[src/logic/itce_pkg.sv]
package itce_pkg;

	////////////////////////////////////////////////////////////////////////
	// Timing
	localparam int unsigned CLK_PERIOD_NS = 100;
	localparam int unsigned LP_DELAY_NS   = 500;
	localparam int unsigned LP_DELAY_CYC  =
		(LP_DELAY_NS + CLK_PERIOD_NS - 1) / CLK_PERIOD_NS;
	localparam logic [2:0]  LP_DELAY_LD   = 3'(LP_DELAY_CYC);

	////////////////////////////////////////////////////////////////////////
	// Register byte offsets
	localparam logic [11:0] OFF_PRG    = 12'h004;
	localparam logic [11:0] OFF_STAT   = 12'h00C;
	localparam logic [11:0] OFF_CFG    = 12'h010;
	localparam logic [11:0] OFF_EVC0   = 12'h020;
	localparam logic [11:0] OFF_EVC1   = 12'h024;
	localparam logic [11:0] OFF_TSC    = 12'h030;
	localparam logic [11:0] OFF_VIC    = 12'h080;
	localparam logic [11:0] OFF_RLD    = 12'h140;
	localparam logic [11:0] OFF_RSA    = 12'h208;
	localparam logic [11:0] OFF_RSB    = 12'h20C;
	localparam logic [11:0] OFF_SSCS   = 12'h2A0;
	localparam logic [11:0] OFF_SSCI   = 12'h2C0;

	////////////////////////////////////////////////////////////////////////
	// Field positions
	localparam int unsigned STAT_IDLE  = 0;
	localparam int unsigned STAT_OVF   = 2;
	localparam int unsigned STAT_LP    = 3;
	localparam int unsigned CFG_CC     = 4;
	localparam int unsigned EV1_INSTEN = 0;
	localparam int unsigned EV1_BUSTRG = 11;
	localparam int unsigned EV1_LPOVR  = 12;
	localparam int unsigned RS_GRP_LSB = 16;

	////////////////////////////////////////////////////////////////////////
	// Resource groups and instruction batching
	localparam logic [3:0]  GRP_EXT    = 4'h0;
	localparam logic [3:0]  GRP_CMP    = 4'h1;
	localparam logic [3:0]  GRP_CTR    = 4'h2;
	localparam logic [3:0]  GRP_SSC    = 4'h3;
	localparam logic [3:0]  INST_EMIT  = 4'h8;
	localparam logic [3:0]  CNT_MAX    = 4'hF;
	localparam logic [11:0] CC_MAX     = 12'hFFF;

	////////////////////////////////////////////////////////////////////////
	// Types
	typedef enum logic [2:0] {
		PK_NONE  = 3'b000,
		PK_INST  = 3'b001,
		PK_EVENT = 3'b010,
		PK_TS    = 3'b011
	} itce_kind_t;

	typedef enum logic [1:0] {
		LP_RUN   = 2'b00,
		LP_DELAY = 2'b01,
		LP_SLEEP = 2'b10
	} itce_lp_t;

	typedef struct packed {
		itce_kind_t  kind;
		logic        trig;
		logic [11:0] cyc;
		logic [3:0]  num;
	} itce_pkt_t;

	typedef struct packed {
		logic [3:0] ext;
		logic [7:0] cmp;
		logic       ctr_zero;
		logic       ssc;
	} itce_res_t;

endpackage

[src/logic/itce_rsel.sv]
`timescale 1ns/1ps
`default_nettype none

module itce_rsel (
	// Selector setting
	input  wire logic              [3:0] group,
	input  wire logic              [7:0] sel,
	// Resources
	input  wire itce_pkg::itce_res_t     res,
	// Result
	output logic                         hit
);

	wire g_ext = group == itce_pkg::GRP_EXT;
	wire g_cmp = group == itce_pkg::GRP_CMP;
	wire g_ctr = group == itce_pkg::GRP_CTR;
	wire g_ssc = group == itce_pkg::GRP_SSC;

	// Selected resources OR together
	wire ext_hit = g_ext & |(sel[3:0] & res.ext);
	wire cmp_hit = g_cmp & |(sel & res.cmp);
	wire ctr_hit = g_ctr & sel[0] & res.ctr_zero;
	wire ssc_hit = g_ssc & sel[0] & res.ssc;

	assign hit = ext_hit | cmp_hit | ctr_hit | ssc_hit;

endmodule

`default_nettype wire

[src/logic/itce_top.sv]
// Added by the designer: the APB slave port and the register offsets.
`timescale 1ns/1ps
`default_nettype none

module itce_top (
	// Clock, reset, enable
	input  wire logic                    pclk,
	input  wire logic                    presetn,
	input  wire logic                    ce,
	// APB slave
	input  wire logic                    psel,
	input  wire logic                    penable,
	input  wire logic                    pwrite,
	input  wire logic             [11:0] paddr,
	input  wire logic             [31:0] pwdata,
	output logic                         pready,
	output logic                  [31:0] prdata,
	output logic                         pslverr,
	// Processor side
	input  wire logic              [1:0] retire,
	input  wire logic              [7:0] cmp_in,
	input  wire logic                    cpu_sleep,
	// Pins
	input  wire logic              [3:0] ext_in,
	input  wire logic                    niden,
	// Trace bus
	output itce_pkg::itce_pkt_t          trace_pkt,
	output logic                         trace_valid,
	input  wire logic                    trace_ready,
	input  wire logic                    flush_req,
	output logic                         flush_ack
);

	////////////////////////////////////////////////////////////////////////
	// Pin synchronisers
	logic [3:0] ext_m_q, ext_s_q;
	logic       nid_m_q, nid_s_q;

	always_ff @(posedge pclk or negedge presetn)
	begin
		if (!presetn)
		begin
			ext_m_q <= 4'h0;
			ext_s_q <= 4'h0;
			nid_m_q <= 1'b0;
			nid_s_q <= 1'b0;
		end
		else if (ce)
		begin
			ext_m_q <= ext_in;
			ext_s_q <= ext_m_q;
			nid_m_q <= niden;
			nid_s_q <= nid_m_q;
		end
	end

	////////////////////////////////////////////////////////////////////////
	// Register state
	logic        prg_en_q, cfg_cc_q, ovf_q, ssc_q;
	logic [2:0]  evc0_q, tsc_q, vic_q;
	logic [31:0] evc1_q;
	logic [15:0] rld_q, ctr_q;
	logic [19:0] rsa_q, rsb_q;
	logic [7:0]  ssci_q;
	logic [31:0] prdata_q;
	logic        pend_evt_q, pend_ts_q, flush_pend_q, trace_valid_q;
	logic [3:0]  cnt_q;
	logic [11:0] cc_q;
	logic [2:0]  lp_cnt_q;
	itce_pkg::itce_lp_t  lp_q, lp_d;
	itce_pkg::itce_pkt_t pkt_q;

	////////////////////////////////////////////////////////////////////////
	// APB decode
	wire setup  = psel & ~penable & ce;
	wire wr     = psel & penable & pwrite & ce;
	wire wr_prg = wr & (paddr == itce_pkg::OFF_PRG);
	wire wr_cfg = wr & (paddr == itce_pkg::OFF_CFG);
	wire wr_ev0 = wr & (paddr == itce_pkg::OFF_EVC0);
	wire wr_ev1 = wr & (paddr == itce_pkg::OFF_EVC1);
	wire wr_tsc = wr & (paddr == itce_pkg::OFF_TSC);
	wire wr_vic = wr & (paddr == itce_pkg::OFF_VIC);
	wire wr_rld = wr & (paddr == itce_pkg::OFF_RLD);
	wire wr_rsa = wr & (paddr == itce_pkg::OFF_RSA);
	wire wr_rsb = wr & (paddr == itce_pkg::OFF_RSB);
	wire wr_scs = wr & (paddr == itce_pkg::OFF_SSCS);
	wire wr_sci = wr & (paddr == itce_pkg::OFF_SSCI);

	wire lp_ovr     = evc1_q[itce_pkg::EV1_LPOVR];
	wire lp_idle    = lp_q == itce_pkg::LP_SLEEP;
	wire stat_idle  = ~prg_en_q & (cnt_q == 4'h0) & ~trace_valid_q
		& ~pend_evt_q & ~pend_ts_q;
	wire [31:0] stat_val = (32'(stat_idle) << itce_pkg::STAT_IDLE)
		| (32'(ovf_q) << itce_pkg::STAT_OVF)
		| (32'(lp_idle) << itce_pkg::STAT_LP);

	wire [31:0] rd_val =
		(paddr == itce_pkg::OFF_PRG)  ? {31'h0, prg_en_q} :
		(paddr == itce_pkg::OFF_STAT) ? stat_val :
		(paddr == itce_pkg::OFF_CFG)  ?
			(32'(cfg_cc_q) << itce_pkg::CFG_CC) :
		(paddr == itce_pkg::OFF_EVC0) ? {29'h0, evc0_q} :
		(paddr == itce_pkg::OFF_EVC1) ? evc1_q :
		(paddr == itce_pkg::OFF_TSC)  ? {29'h0, tsc_q} :
		(paddr == itce_pkg::OFF_VIC)  ? {29'h0, vic_q} :
		(paddr == itce_pkg::OFF_RLD)  ? {16'h0, rld_q} :
		(paddr == itce_pkg::OFF_RSA)  ? {12'h0, rsa_q} :
		(paddr == itce_pkg::OFF_RSB)  ? {12'h0, rsb_q} :
		(paddr == itce_pkg::OFF_SSCS) ? {31'h0, ssc_q} :
		(paddr == itce_pkg::OFF_SSCI) ? {24'h0, ssci_q} : 32'h0;

	assign pready  = ce;
	assign pslverr = 1'b0;
	assign prdata  = prdata_q;

	wire [31:0] ev1_mask = (32'h1 << itce_pkg::EV1_INSTEN)
		| (32'h1 << itce_pkg::EV1_BUSTRG) | (32'h1 << itce_pkg::EV1_LPOVR);

	////////////////////////////////////////////////////////////////////////
	// Resource selectors
	logic [3:0] rs;
	wire res_act = ~lp_idle;
	itce_pkg::itce_res_t res;
	assign res.ext      = ext_s_q;
	assign res.cmp      = cmp_in;
	assign res.ctr_zero = ctr_q == 16'h0;
	assign res.ssc      = ssc_q;

	assign rs[0] = 1'b0;
	assign rs[1] = 1'b1;

	genvar gi;
	generate
		for (gi = 0; gi < 2; gi++)
		begin : g_rs
			logic [19:0] cfg;
			logic        hit;
			assign cfg = (gi == 0) ? rsa_q : rsb_q;
			itce_rsel u_rsel (
				.group (cfg[itce_pkg::RS_GRP_LSB +: 4]),
				.sel   (cfg[7:0]),
				.res   (res),
				.hit   (hit)
			);
			assign rs[gi + 2] = hit & res_act;

			reserved_grp_a: assert property (@(posedge pclk) disable iff (!presetn)
				cfg[itce_pkg::RS_GRP_LSB +: 4] > itce_pkg::GRP_SSC |-> !hit)
				else $error("reserved group produced a hit");
		end
	endgenerate

	// Event select: low bits pick a selector, top bit ORs its pair
	function automatic logic evsel(input logic [2:0] s, input logic [3:0] r);
		evsel = s[2] ? (r[{s[1], 1'b0}] | r[{s[1], 1'b1}]) : r[s[1:0]];
	endfunction

	wire ev0_hit = evsel(evc0_q, rs) & evc1_q[itce_pkg::EV1_INSTEN]
		& prg_en_q;
	wire ts_hit  = evsel(tsc_q, rs) & prg_en_q;
	wire view_ok = evsel(vic_q, rs) & prg_en_q & res_act;

	////////////////////////////////////////////////////////////////////////
	// Low-power sequencing
	always_comb
	begin
		lp_d = lp_q;
		case (lp_q)
			itce_pkg::LP_RUN:
				if (cpu_sleep & ~lp_ovr)
					lp_d = itce_pkg::LP_DELAY;
			itce_pkg::LP_DELAY:
				if (~cpu_sleep | lp_ovr)
					lp_d = itce_pkg::LP_RUN;
				else if (lp_cnt_q == 3'h0)
					lp_d = itce_pkg::LP_SLEEP;
			itce_pkg::LP_SLEEP:
				if (~cpu_sleep | lp_ovr)
					lp_d = itce_pkg::LP_RUN;
			default:
				lp_d = itce_pkg::LP_RUN;
		endcase
	end

	////////////////////////////////////////////////////////////////////////
	// Packet scheduling
	wire slot_free = ~trace_valid_q | trace_ready;
	wire drain     = flush_pend_q | cpu_sleep | ~prg_en_q;
	wire emit_evt  = slot_free & pend_evt_q & res_act;
	wire emit_ts   = slot_free & pend_ts_q & res_act & ~emit_evt;
	wire emit_ins  = slot_free & ~emit_evt & ~emit_ts & (cnt_q != 4'h0)
		& (drain | (cnt_q >= itce_pkg::INST_EMIT));
	wire [1:0] add = view_ok ? 2'({1'b0, retire[1]} + {1'b0, retire[0]})
		: 2'h0;
	wire [4:0] tot = 5'({1'b0, emit_ins ? 4'h0 : cnt_q} + {3'h0, add});
	wire ovf_set   = tot[4] | (ev0_hit & pend_evt_q & ~emit_evt)
		| (ts_hit & pend_ts_q & ~emit_ts);
	wire cc_run    = nid_s_q & res_act & prg_en_q;

	assign flush_ack   = flush_pend_q & (cnt_q == 4'h0) & ~trace_valid_q;
	assign trace_valid = trace_valid_q;
	assign trace_pkt   = pkt_q;

	////////////////////////////////////////////////////////////////////////
	// Registers and state
	always_ff @(posedge pclk or negedge presetn)
	begin
		if (!presetn)
		begin
			prg_en_q <= 1'b0;
			cfg_cc_q <= 1'b0;
			evc0_q   <= 3'h0;
			evc1_q   <= 32'h0;
			tsc_q    <= 3'h0;
			vic_q    <= 3'h0;
			rld_q    <= 16'h0;
			rsa_q    <= 20'h0;
			rsb_q    <= 20'h0;
			ssci_q   <= 8'h0;
			prdata_q <= 32'h0;
		end
		else if (ce)
		begin
			if (setup)
				prdata_q <= rd_val;
			if (wr_prg)
				prg_en_q <= pwdata[0];
			if (wr_cfg)
				cfg_cc_q <= pwdata[itce_pkg::CFG_CC];
			if (wr_ev0)
				evc0_q <= pwdata[2:0];
			if (wr_ev1)
				evc1_q <= pwdata & ev1_mask;
			if (wr_tsc)
				tsc_q <= pwdata[2:0];
			if (wr_vic)
				vic_q <= pwdata[2:0];
			if (wr_rld)
				rld_q <= pwdata[15:0];
			if (wr_rsa)
				rsa_q <= pwdata[19:0];
			if (wr_rsb)
				rsb_q <= pwdata[19:0];
			if (wr_sci)
				ssci_q <= pwdata[7:0];
		end
	end

	always_ff @(posedge pclk or negedge presetn)
	begin
		if (!presetn)
		begin
			ovf_q        <= 1'b0;
			ssc_q        <= 1'b0;
			ctr_q        <= 16'h0;
			pend_evt_q   <= 1'b0;
			pend_ts_q    <= 1'b0;
			flush_pend_q <= 1'b0;
			cnt_q        <= 4'h0;
			cc_q         <= 12'h0;
			lp_q         <= itce_pkg::LP_RUN;
			lp_cnt_q     <= 3'h0;
		end
		else if (ce)
		begin
			ovf_q <= ovf_set | (ovf_q & ~(wr_prg & pwdata[0]));
			ssc_q <= (res_act & |(cmp_in & ssci_q))
				| (ssc_q & ~(wr_scs & ~pwdata[0]));
			if (wr_rld)
				ctr_q <= pwdata[15:0];
			else if (res_act & cmp_in[0] & (ctr_q != 16'h0))
				ctr_q <= ctr_q - 16'h1;
			pend_evt_q   <= ev0_hit | (pend_evt_q & ~emit_evt);
			pend_ts_q    <= ts_hit | (pend_ts_q & ~emit_ts);
			flush_pend_q <= flush_req | (flush_pend_q & ~flush_ack);
			cnt_q        <= tot[4] ? itce_pkg::CNT_MAX : tot[3:0];
			if (emit_ins)
				cc_q <= 12'h0;
			else if (cc_run & (cc_q != itce_pkg::CC_MAX))
				cc_q <= cc_q + 12'h1;
			lp_q     <= lp_d;
			lp_cnt_q <= (lp_q != itce_pkg::LP_DELAY) ? itce_pkg::LP_DELAY_LD
				: lp_cnt_q - 3'(lp_cnt_q != 3'h0);
		end
	end

	// Output slot, kinds limited to the enum
	always_ff @(posedge pclk or negedge presetn)
	begin
		if (!presetn)
		begin
			trace_valid_q <= 1'b0;
			pkt_q         <= '0;
		end
		else if (ce)
		begin
			if (emit_evt | emit_ts | emit_ins)
			begin
				trace_valid_q <= 1'b1;
				pkt_q.kind    <= emit_evt ? itce_pkg::PK_EVENT :
					emit_ts ? itce_pkg::PK_TS : itce_pkg::PK_INST;
				pkt_q.trig    <= emit_evt & evc1_q[itce_pkg::EV1_BUSTRG];
				pkt_q.cyc     <= (emit_ins & cfg_cc_q) ? cc_q : 12'h0;
				pkt_q.num     <= emit_ins ? cnt_q : 4'h0;
			end
			else if (trace_ready)
				trace_valid_q <= 1'b0;
		end
	end

	////////////////////////////////////////////////////////////////////////
	// Checks
	both_counted_a: assert property (@(posedge pclk) disable iff (!presetn)
		ce && view_ok && retire == 2'b11 && !emit_ins && cnt_q <= 4'hD
		|=> cnt_q == $past(cnt_q) + 4'h2)
		else $error("dual retire not counted twice");

	pkt_kind_a: assert property (@(posedge pclk) disable iff (!presetn)
		trace_valid_q |-> pkt_q.kind inside
			{itce_pkg::PK_INST, itce_pkg::PK_EVENT, itce_pkg::PK_TS})
		else $error("illegal packet kind");

	flush_drain_a: assert property (@(posedge pclk) disable iff (!presetn)
		flush_ack |-> cnt_q == 4'h0 && !trace_valid_q && flush_pend_q)
		else $error("flush acked with trace pending");

	lp_delay_a: assert property (@(posedge pclk) disable iff (!presetn)
		ce && lp_q == itce_pkg::LP_RUN && cpu_sleep && !lp_ovr
		|=> lp_q == itce_pkg::LP_DELAY)
		else $error("low-power delay skipped");

	lp_override_a: assert property (@(posedge pclk) disable iff (!presetn)
		ce && lp_ovr |=> !lp_idle)
		else $error("override did not keep resources active");

	held_event_a: assert property (@(posedge pclk) disable iff (!presetn)
		ce && lp_idle && pend_evt_q |=> pend_evt_q)
		else $error("held event lost in low power");

	cc_hold_a: assert property (@(posedge pclk) disable iff (!presetn)
		ce && !cc_run && !emit_ins |=> cc_q == $past(cc_q))
		else $error("cycle counter moved while held");

	idle_quiet_a: assert property (@(posedge pclk) disable iff (!presetn)
		ce && stat_idle |=> !trace_valid_q)
		else $error("packet emitted while idle");

	ovf_flag_a: assert property (@(posedge pclk) disable iff (!presetn)
		ce && ev0_hit && pend_evt_q && !emit_evt |=> ovf_q)
		else $error("event overrun not flagged");

	fixed_pair_a: assert property (@(posedge pclk) disable iff (!presetn)
		rs[0] == 1'b0 && rs[1] == 1'b1)
		else $error("fixed selector pair changed");

endmodule

`default_nettype wire

[config.mk]
export PLATFORM = sky130hd
export DESIGN_NAME = itce_top
export DESIGN_NICKNAME = d
export VERILOG_FILES = /design/src/logic/itce_pkg.sv /design/src/logic/itce_rsel.sv /design/src/logic/itce_top.sv
export SDC_FILE = /design/constraint.sdc
export NUM_CORES = 1
export LEC_CHECK = 0
export BUFFER_PORTS_ARGS = -buffer_cell sky130_fd_sc_hd__clkbuf_2
export CORE_MARGIN = 3
export CORE_UTILIZATION = 58
export CTS_CLUSTER_DIAMETER = 200
export CTS_CLUSTER_SIZE = 30
export DETAILED_ROUTE_END_ITERATION = 10
export PLACE_DENSITY = 0.81
export SLEW_MARGIN = 20
export SYNTH_ARGS = -nofsm -noshare
export SYNTH_HDL_FRONTEND = slang
export SYNTH_HIERARCHICAL = 1
export SYNTH_SLANG_ARGS = --single-unit
[constraint.sdc]
create_clock -name pclk -period 5.4 [get_ports pclk]
set_input_delay 1.35 -clock pclk [delete_from_list [all_inputs] [get_ports pclk]]
set_output_delay 1.35 -clock pclk [all_outputs]
set_load 0.02 [all_outputs]
==> results of run 1 <==
[worst max-delay path, cell delays in order, from the launching register on]
cell,delay (ns)
dfrtp_1,0.39
or4_1,0.61
nand2b_1,0.23
nor4b_1,0.53
mux2_1,0.23
nand3_1,0.08
a211oi_1,0.65
a21oi_1,0.14
a31oi_1,0.17
nor2_1,0.06
nor4_1,0.34
and2_1,0.19
ha_1,0.16
inv_1,0.05
fa_1,0.41
nor2b_1,0.17
nand3_1,0.14
o31ai_1,0.10
a21oi_1,0.06
o21ai_0,0.14
[registers in the layout, summed over array words and instances (netlist names), 2 cells and up]
signal	cells
lp_q	2
tsc_q	3
g_rs.cfg	40
lp_cnt_q	3
ext_m_q	4
prdata	20
evc1_q	3
vic_q	3
ssci_q	8
trace_pkt	19
cnt_q	4
ext_s_q	4
rld_q	16
cc_q	12
evc0_q	3
ctr_q	16
[logic make-up after synthesis]
family / count (synthesis) / share of synthesized area, %
buf+inv: 68 / 4.08
flops: 170 / 50.1
compound gates: 166 / 13.1
mux: 94 / 12.4
xor+xnor: 25 / 2.58
other cells: 1 / 0.0442
fa+ha+maj: 8 / 1.27
simple gates: 269 / 16.4
[through the flow]
step                      utilization (%)  std cells
final                                69.1       1083
after global routing                 69.1       1083
after CTS                            69.1       1083
after detailed placement             64.3       1051
after global placement               64.3       1051
after floorplan                         -        814
[power by group through the flow]
| stage | combinational [mW] | clock (mW) | sequential [mW] |
|---|---|---|---|
| 2_1_floorplan | 0.231 | 0 | 1.45 |
| 3_3_place_gp | 0.335 | 0 | 1.45 |
| 3_5_place_dp | 0.346 | 0 | 1.46 |
| 4_1_cts | 0.351 | 1.38 | 1.44 |
| 5_1_grt | 0.392 | 1.44 | 1.45 |
| 6_report | 0.351 | 1.37 | 1.44 |
[layout by cell type, fill, tap and decap left out, drive strengths merged, types with 14 or more instances in the layout]
cell / synthesis / final
a22o: 14 / 14
clkbuf: 18 / 116
a21oi: 22 / 22
mux2: 88 / 88
nand3: 15 / 15
nor3: 18 / 18
xor2: 14 / 14
conb: 1 / 14
inv: 17 / 19
nor4: 14 / 14
nor2: 37 / 37
a22oi: 18 / 18
dfrtp: 170 / 170
nand4: 14 / 14
nand2: 104 / 104
o21ai: 59 / 59
[routing by layer]
metal | share of wire (%) | up-vias
met2 | 48 | 293
met1 | 42 | 3342
met5 | 0 | -
met3 | 7.2 | 54
met4 | 2.9 | 0
li1 | - | 3079
[layout make-up]
class	count	area [um^2]	share of cell area (%)
Clock buffer	20	457	4.69
Clock inverter	12	211	2.17
Inverter	17	63.8	0.655
Multi-Input combinational cell	576	3950	40.6
Sequential cell	170	4250	43.7
Tap cell	180	225	2.31
Timing Repair Buffer	108	574	5.90
[worst paths after layout]
| path | from | to | cells past startpoint | slack [ns] |
|---|---|---|---|---|
| hold / removal | prdata[14] | prdata[14] | 2 | 0.48 |
| setup reg to reg | ctr_q[9] | ovf_q | 19 | 0.45 |
| setup / recovery | ctr_q[9] | ovf_q | 19 | 0.45 |
| min in group asynchronous | presetn | trace_pkt[11] | 1 | 0.99 |
| hold reg to reg | prdata[14] | prdata[14] | 2 | 0.48 |
| max in group asynchronous | presetn | prdata[7] | 2 | 3.32 |
==> results.yml, run 1 <==
outcome:
  status: "finished, final reports clean"
worst_hold_path:
  hp-class: "flop to flop"
drt:
  wire_per_inst_um: 19.9
  dr_total_vias: 6768
  antenna_left: 0
  drt_iter0_markers: 647
  drc: 0
  viasPerCell: 6.25
  wl_um: 21600
  first_pass_iters: 5
power:
  p_leak_nw: 4.60
  power_frac_seq_pct: 45.5
  switchingPower_uw: 820
  finalPower_mw: 3.16
  p_sw_share_pct: 25.9
  combPwrFrac_pct: 11.1
  powerDensity_nw_per_um2: 325
  ir_worst_vdd_v: 0.000247
  pwr-share-clk_pct: 43.4
  p_int_mw: 2.34
clocking:
  clock-root-buffer: "clkbuf_16"
  cts_tree: "done"
  cts_buffers: 17
  clk_pin_slew_ns: 0.07
  cts_hold_buffers: 0
  cts_resized: 0
  clkLatencyLatePin_ns: 0.44
  cts_setup_buffers: 0
  htreeDepth: 4
  cts_sinks: 170
  cts_buffer_depth: 2
synth:
  synth_cell_types: 68
  avgSynthCellArea_um2: 10.6
  ys.flop_type: "dfrtp_1"
  yosysWarnings: 6
  ys_async_sr_fraction_pct: 100
  synth_seq_area_share_pct: 50.1
  synth_common_cells: "dfrtp_1 (170), nand2_1 (103), mux2_2 (86), o21ai_0 (54), nor2_1 (37)"
  yosysTopAreaCell: "dfrtp_1"
  postSynthCellCount: 801
  synth.area.top_cells: "dfrtp_1 (50%), mux2_2 (11%), nand2_1 (4.6%), o21ai_0 (3.2%), buf_4 (1.7%)"
  ys_ff_latch: 170
  synth_area_um2: 8480
  yosysMostFrequentCell: "dfrtp_1"
  synth_edf_count: 0
  synth_top_area_share_pct: 50.1
floorplanning:
  dieArea_um2: 16100
  io_pins: 124
  num_rows: 43
  die_width_um: 127
  core_um2: 14100
  start_util_pct: 60.2
  die_height_um: 127
sta:
  worst_pin_slew_ns: 0.970
  relSlewSlack_pct: 35.1
  holdWs_ns: 0.481
  rsz0062_at_grt: "no"
  hold_viol_final: 0
  fin_crit_ns: 4.95
  report.final.slew_viol_count: 0
  fin_crit_sh_pct: 91.6
  tns_ns: 0
  fin_ws_ns: 0.451
  setup_viol: 0
  fmax_mhz: 202
  finalClockSkew_ns: 0.00903
worst_setup_path:
  cp-start-kind: "flop"
  critPathCaptureType: "flop"
  crit_type: "flop to flop"
  required_ns: 5.75
  arrival_ns: 5.30
  cp_max_fo: 5
global_route:
  gr-max-usage-layer: "met2"
  grtUsageMet2_pct: 44.2
  grtUsageTotal_pct: 27.3
  antenna_found_initial: 0
  use_met3_pct: 5.77
  grt_start_max_net_pins: 92
  grt_overflow: 0
  grt_pass1_vias: 6568
  grt_pass1_wl_um: 34600
  met1_usage_pct: 35.7
job:
  maxCapViolCount: 0
place:
  port_buffers: 97
  place.gp.congestion: 0.909
  place_ws_ns: 0.631
  placed_cell_area_um2: 9070
  post-dp-hpwl_um: 14600
finish:
  final_layout_size_suffix_gt1_share_pct: 27.1
  fin_nets: 966
  design_area_um2: 9740
  n_antenna_cell: 0
  fillers: 1028
  syn2layout_area_growth_pct: 14.8
No activity file was read; power rests on OpenSTA's default activity.
==> inputs of run 2 (changes only) <==
CELL_PAD_IN_SITES_DETAIL_PLACEMENT = 1   (was default)
CELL_PAD_IN_SITES_GLOBAL_PLACEMENT = 1   (was default)
CORE_MARGIN = 1.5   (was 3)
CORE_UTILIZATION = 45   (was 58)
PLACE_DENSITY = default   (was 0.81)
PLACE_DENSITY_LB_ADDON = 0.1   (was default)
==> run 2 against run 1 <==
  * Via count fell by 0.78%
  * Power fell by 3.8%
  * Die area rose by 22%
  * Largest power group unchanged
  * Wire length rose by 11%
  * First-iteration DRC count fell by 51%
  * Non-clock buffer count rose by 2
  * Highest routed layer unchanged
  * Setup slack improved by 0.091 ns
  * Critical path type unchanged
  * Sequential power barely moved
  * Cell count rose by 5.2%
  * Hold slack improved by 0.0043 ns
==> results.yml, run 2 (synthesis results as in run 1) <==
outcome:
  status: "finished, final reports clean"
floorplanning:
  die_height_um: 140
  num_rows: 50
  start_util_pct: 45.7
  dieArea_um2: 19700
  die_width_um: 140
  io_pins: 124
  core_um2: 18600
place:
  post-dp-hpwl_um: 17100
  placed_cell_area_um2: 9150
  place.gp.congestion: 0.851
  placed_cells: 1107
  port_buffers: 97
worst_setup_path:
  cp-start-kind: "flop"
  arrival_ns: 5.21
  r2r_end: "ovf_q"
  reg2reg_from: "ctr_q[9]"
  r2r_cells: 19
  critPathCaptureType: "flop"
  r2r_slack_ns: 0.54
  cp_max_fo: 5
  crit_type: "flop to flop"
  required_ns: 5.75
drt:
  wl_um: 23900
  first_pass_iters: 5
  wire_per_inst_um: 21.0
  drt_iter0_markers: 315
  dr_total_vias: 6715
  drc: 0
  antenna_left: 0
  viasPerCell: 5.90
sta:
  setup_viol: 0
  hold_viol_final: 0
  fin_crit_ns: 4.86
  holdWs_ns: 0.485
  worst_pin_slew_ns: 1.00
  finalClockSkew_ns: 0.0106
  relSlewSlack_pct: 32.8
  report.final.slew_viol_count: 0
  tns_ns: 0
  rsz0062_at_grt: "no"
  fmax_mhz: 206
  fin_crit_sh_pct: 90.0
finish:
  fin_nets: 968
  layout_commonest_cell: "dfrtp_1"
  n_antenna_cell: 0
  final_cell_mix: "dfrtp_1 (170), nand2_1 (103), clkbuf_2 (96)"
  largest_reg_flops: 40
  fillers: 2049
  final_layout_size_suffix_gt1_share_pct: 27.4
  design_area_um2: 9750
  syn2layout_area_growth_pct: 14.9
  finalNonFillerCells: 1139
worst_hold_path:
  hold_end: "rld_q[4]"
  worstHoldPathCells: 2
  hp-class: "flop to flop"
  min_from: "rld_q[4]"
power:
  finalPower_mw: 3.04
  powerDensity_nw_per_um2: 312
  ir_worst_vdd_v: 0.000237
  p_leak_nw: 4.58
global_route:
  grt_pass1_wl_um: 39400
  antenna_found_initial: 0
  grt_overflow: 0
  grtUsageTotal_pct: 25.6
  grt_start_max_net_pins: 102
  grt_pass1_vias: 7258
clocking:
  cts_sinks: 170
  htreeDepth: 4
  cts_buffers: 17
  clkLatencyLatePin_ns: 0.43
  cts_setup_buffers: 0
  cts_tree: "done"
  clock-root-buffer: "clkbuf_16"
  cts_buffer_depth: 2
  clk_pin_slew_ns: 0.07
job:
  maxCapViolCount: 0
[run 2: stage by stage]
stage / setup slack [ns] / utilization (%)
final: 0.542 / 52.5
after floorplan: 1.45 / -
after global routing: 0.151 / 52.5
after global placement: 0.717 / 49.3
after detailed placement: 0.484 / 49.3
after CTS: 0.440 / 52.4
[run 2: power breakdown]
part | leakage (nW) | internal (mW) | switching (mW)
clock network | 0.288 | 0.694 | 0.546
logic | 2.00 | 0.136 | 0.224
registers | 2.30 | 1.35 | 0.0870
total | 4.58 | 2.18 | 0.857
[run 2: timing repair]
| item | 4_1_cts | 5_1_grt |
|---|---|---|
| setup endpoints to repair | 0 | 1 |
| hold buffers | 0 | 0 |
| resized for setup | 0 | 1 |
[run 2: layout make-up]
class                           instances  area [um^2]  area share [%]
Inverter                               17         63.8           0.655
Tap cell                              234          293            3.00
Sequential cell                       170         4250            43.6
Clock inverter                         14          163            1.67
Timing Repair Buffer                  110          589            6.04
Multi-Input combinational cell        576         3960            40.6
Clock buffer                           18          429            4.40
[run 2: worst max-delay path by stage]
stage / slack (ns) / cells after the start / startpoint / endpoint
after floorplan: 1.45 / 19 / ctr_q[9] / ovf_q
after global placement: 0.72 / 19 / ctr_q[9] / ovf_q
after detailed placement: 0.48 / 19 / ctr_q[9] / ovf_q
after CTS: 0.44 / 19 / ctr_q[9] / ovf_q
after global routing: 0.15 / 19 / ctr_q[9] / ovf_q
final: 0.54 / 19 / ctr_q[9] / ovf_q
[run 2: layer usage]
metal | track usage (%) | part of all wire [%]
met1 | 31.6 | 42
met2 | 45.7 | 53
met3 | 3.79 | 2.8
met4 | 9.42 | 2.3
met5 | 0 | 0
[run 2: critical path, stage by stage (launching register included)]
cell and delay (ns):
dfrtp_1 0.39, or4_1 0.63, nand2b_1 0.24, nor4b_1 0.45, mux2_1 0.21, nand3_1 0.07
a211oi_1 0.48, inv_1 0.16, a31oi_1 0.19, nor2_1 0.06, nor4_1 0.38, and2_1 0.20
ha_1 0.18, inv_1 0.07, fa_1 0.42, nor2b_1 0.17, nand3_1 0.15, o31ai_1 0.11
a21oi_1 0.07, o21ai_0 0.14
==> inputs of run 3 (changes only) <==
CORE_ASPECT_RATIO = 0.5   (was default)
==> run 3 against run 2 <==
  * Combinational power barely moved
  * Critical path depth grew 1
  * Utilization grew 1.0 points
  * Final area rose by 1.2%
  * Clock-buffer cell count did not move
  * First-iteration DRC count rose by 0.32%
  * Cell count grew 2.4%
  * Largest cell class unchanged
  * Sequential cell count unchanged
==> results.yml, run 3 (synthesis results as in run 1) <==
global_route:
  grt_start_max_net_pins: 107
  antenna_found_initial: 0
  grtUsageTotal_pct: 26.1
  grt_overflow: 0
  grt_pass1_vias: 7079
  grt_pass1_wl_um: 39400
sta:
  worst_pin_slew_ns: 1.07
  setup_viol: 0
  hold_viol_final: 0
  rsz0062_at_grt: "no"
  relSlewSlack_pct: 27.9
  report.final.slew_viol_count: 0
  tns_ns: 0
  finalClockSkew_ns: 0.0161
  fin_crit_sh_pct: 92.6
  fmax_mhz: 200
  fin_crit_ns: 5.00
clocking:
  cts_setup_buffers: 0
  cts_resized: 0
  cts_buffer_depth: 2
  clkLatencyLatePin_ns: 0.43
  clock-root-buffer: "clkbuf_16"
  cts_hold_buffers: 0
  cts_buffers: 17
  htreeDepth: 4
  clk_pin_slew_ns: 0.08
  cts_sinks: 170
  cts_tree: "done"
drt:
  dr_total_vias: 6739
  drc: 0
  viasPerCell: 5.78
  wl_um: 24300
  wire_per_inst_um: 20.9
  antenna_left: 0
  drt_iter0_markers: 316
  first_pass_iters: 7
place:
  post-dp-hpwl_um: 17000
  place.gp.congestion: 0.848
  port_buffers: 97
worst_setup_path:
  r2r_slack_ns: 0.40
  reg2reg_from: "ctr_q[9]"
  worstSetupStartpoint: "ctr_q[9]"
  cp-start-kind: "flop"
  cp-endpoint: "ovf_q"
  cpMaxStageDelayCell: "or4_1"
  r2r_cells: 20
  required_ns: 5.75
  crit_type: "flop to flop"
  critical_path_depth: 20
  worst-path-buf-inv: 3
  path_delay_family: "simple AND/OR/NAND/NOR gates"
  path_cells: "or4_1 -> nand2b_1 -> nor4b_1 -> mux2_1 -> nand3_1 -> a211oi_1 -> inv_1 -> a31oi_1 -> nor2_1 -> nor4_1 -> buf_4 -> and2_1 -> ha_1 -> inv_1 -> fa_1 -> nor2b_1 -> nand3_1 -> o31ai_1 -> a21oi_1 -> o21ai_0"
  r2r_end: "ovf_q"
  cpPeakStageDelay_ns: 0.62
  arrival_ns: 5.34
  cp_max_fo: 5
  critPathCaptureType: "flop"
power:
  p_leak_nw: 4.62
  powerDensity_nw_per_um2: 317
  finalPower_mw: 3.13
  ir_worst_vdd_v: 0.000226
finish:
  fin_nets: 970
  largest_reg_flops: 40
  n_antenna_cell: 0
  syn2layout_area_growth_pct: 16.2
  final_layout_size_suffix_gt1_share_pct: 27.6
  final_cell_mix: "dfrtp_1 (170), nand2_1 (103), clkbuf_2 (96)"
  layout_commonest_cell: "dfrtp_1"
floorplanning:
  die_width_um: 197
  io_pins: 124
  num_rows: 35
  die_height_um: 100
  start_util_pct: 46.0
  dieArea_um2: 19700
  core_um2: 18400
worst_hold_path:
  min_from: "rld_q[12]"
  hp-class: "flop to flop"
job:
  maxCapViolCount: 0
outcome:
  status: "finished, final reports clean"
-- run 3: changes by cell type in the layout (fill, tap and decap cells not counted), sizes merged --
cell,previous run,this run
buf,14,16
bufinv,2,3
clkinv,5,3
clkinvlp,1,2
-- run 3: cell type report --
type,count,area (um^2)
Fill cell,2051,8570
Clock buffer,18,439
Timing Repair Buffer,112,624
Clock inverter,14,204
Tap cell,259,324
Multi-Input combinational cell,576,3950
Inverter,17,63.8
Sequential cell,170,4250
-- run 3: worst min path at each step --
stage,to,cells after the start
detailed placement,rld_q[12],2
floorplan,rld_q[3],2
global route,rld_q[12],2
global placement,rld_q[9],2
CTS,rld_q[12],2
finish,rld_q[12],2
-- run 3: through the flow --
stage / instances / worst slack, ns / cell area [um^2] / util [%] / hold WS, ns
6_report: 1166 / 0.401 / 9860 / 53.5 / 0.483
5_1_grt: 1166 / 0.0394 / 9860 / 53.5 / 0.500
4_1_cts: 1165 / 0.404 / 9830 / 53.3 / 0.483
3_5_place_dp: 1133 / 0.409 / 9190 / 49.9 / 0.465
3_3_place_gp: 1133 / 0.578 / 9190 / 49.9 / 0.463
2_1_floorplan: 814 / 1.45 / 8530 / - / 0.445
-- run 3: worst min-delay path: stages (launching register included) --
cell     delay (ns)
dfrtp_1        0.35
nand2_1        0.05
nand2_1        0.05
-- run 3: power breakdown --
group | switching [mW] | leakage, nW | total, mW | internal [mW]
combinational | 0.222 | 2.01 | 0.361 | 0.139
clock | 0.565 | 0.308 | 1.33 | 0.762
sequential | 0.0876 | 2.30 | 1.44 | 1.35
total | 0.875 | 4.62 | 3.13 | 2.25
-- run 3: per-layer routing --
layer / GRT usage (%) / wire length [um] / up-vias
met1: 35.6 / 11500 / 3509
met2: 43.2 / 11700 / 126
li1: - / - / 3082
met3: 5.01 / 800 / 22
met4: 6.69 / 295 / 0
met5: 0 / 0 / -
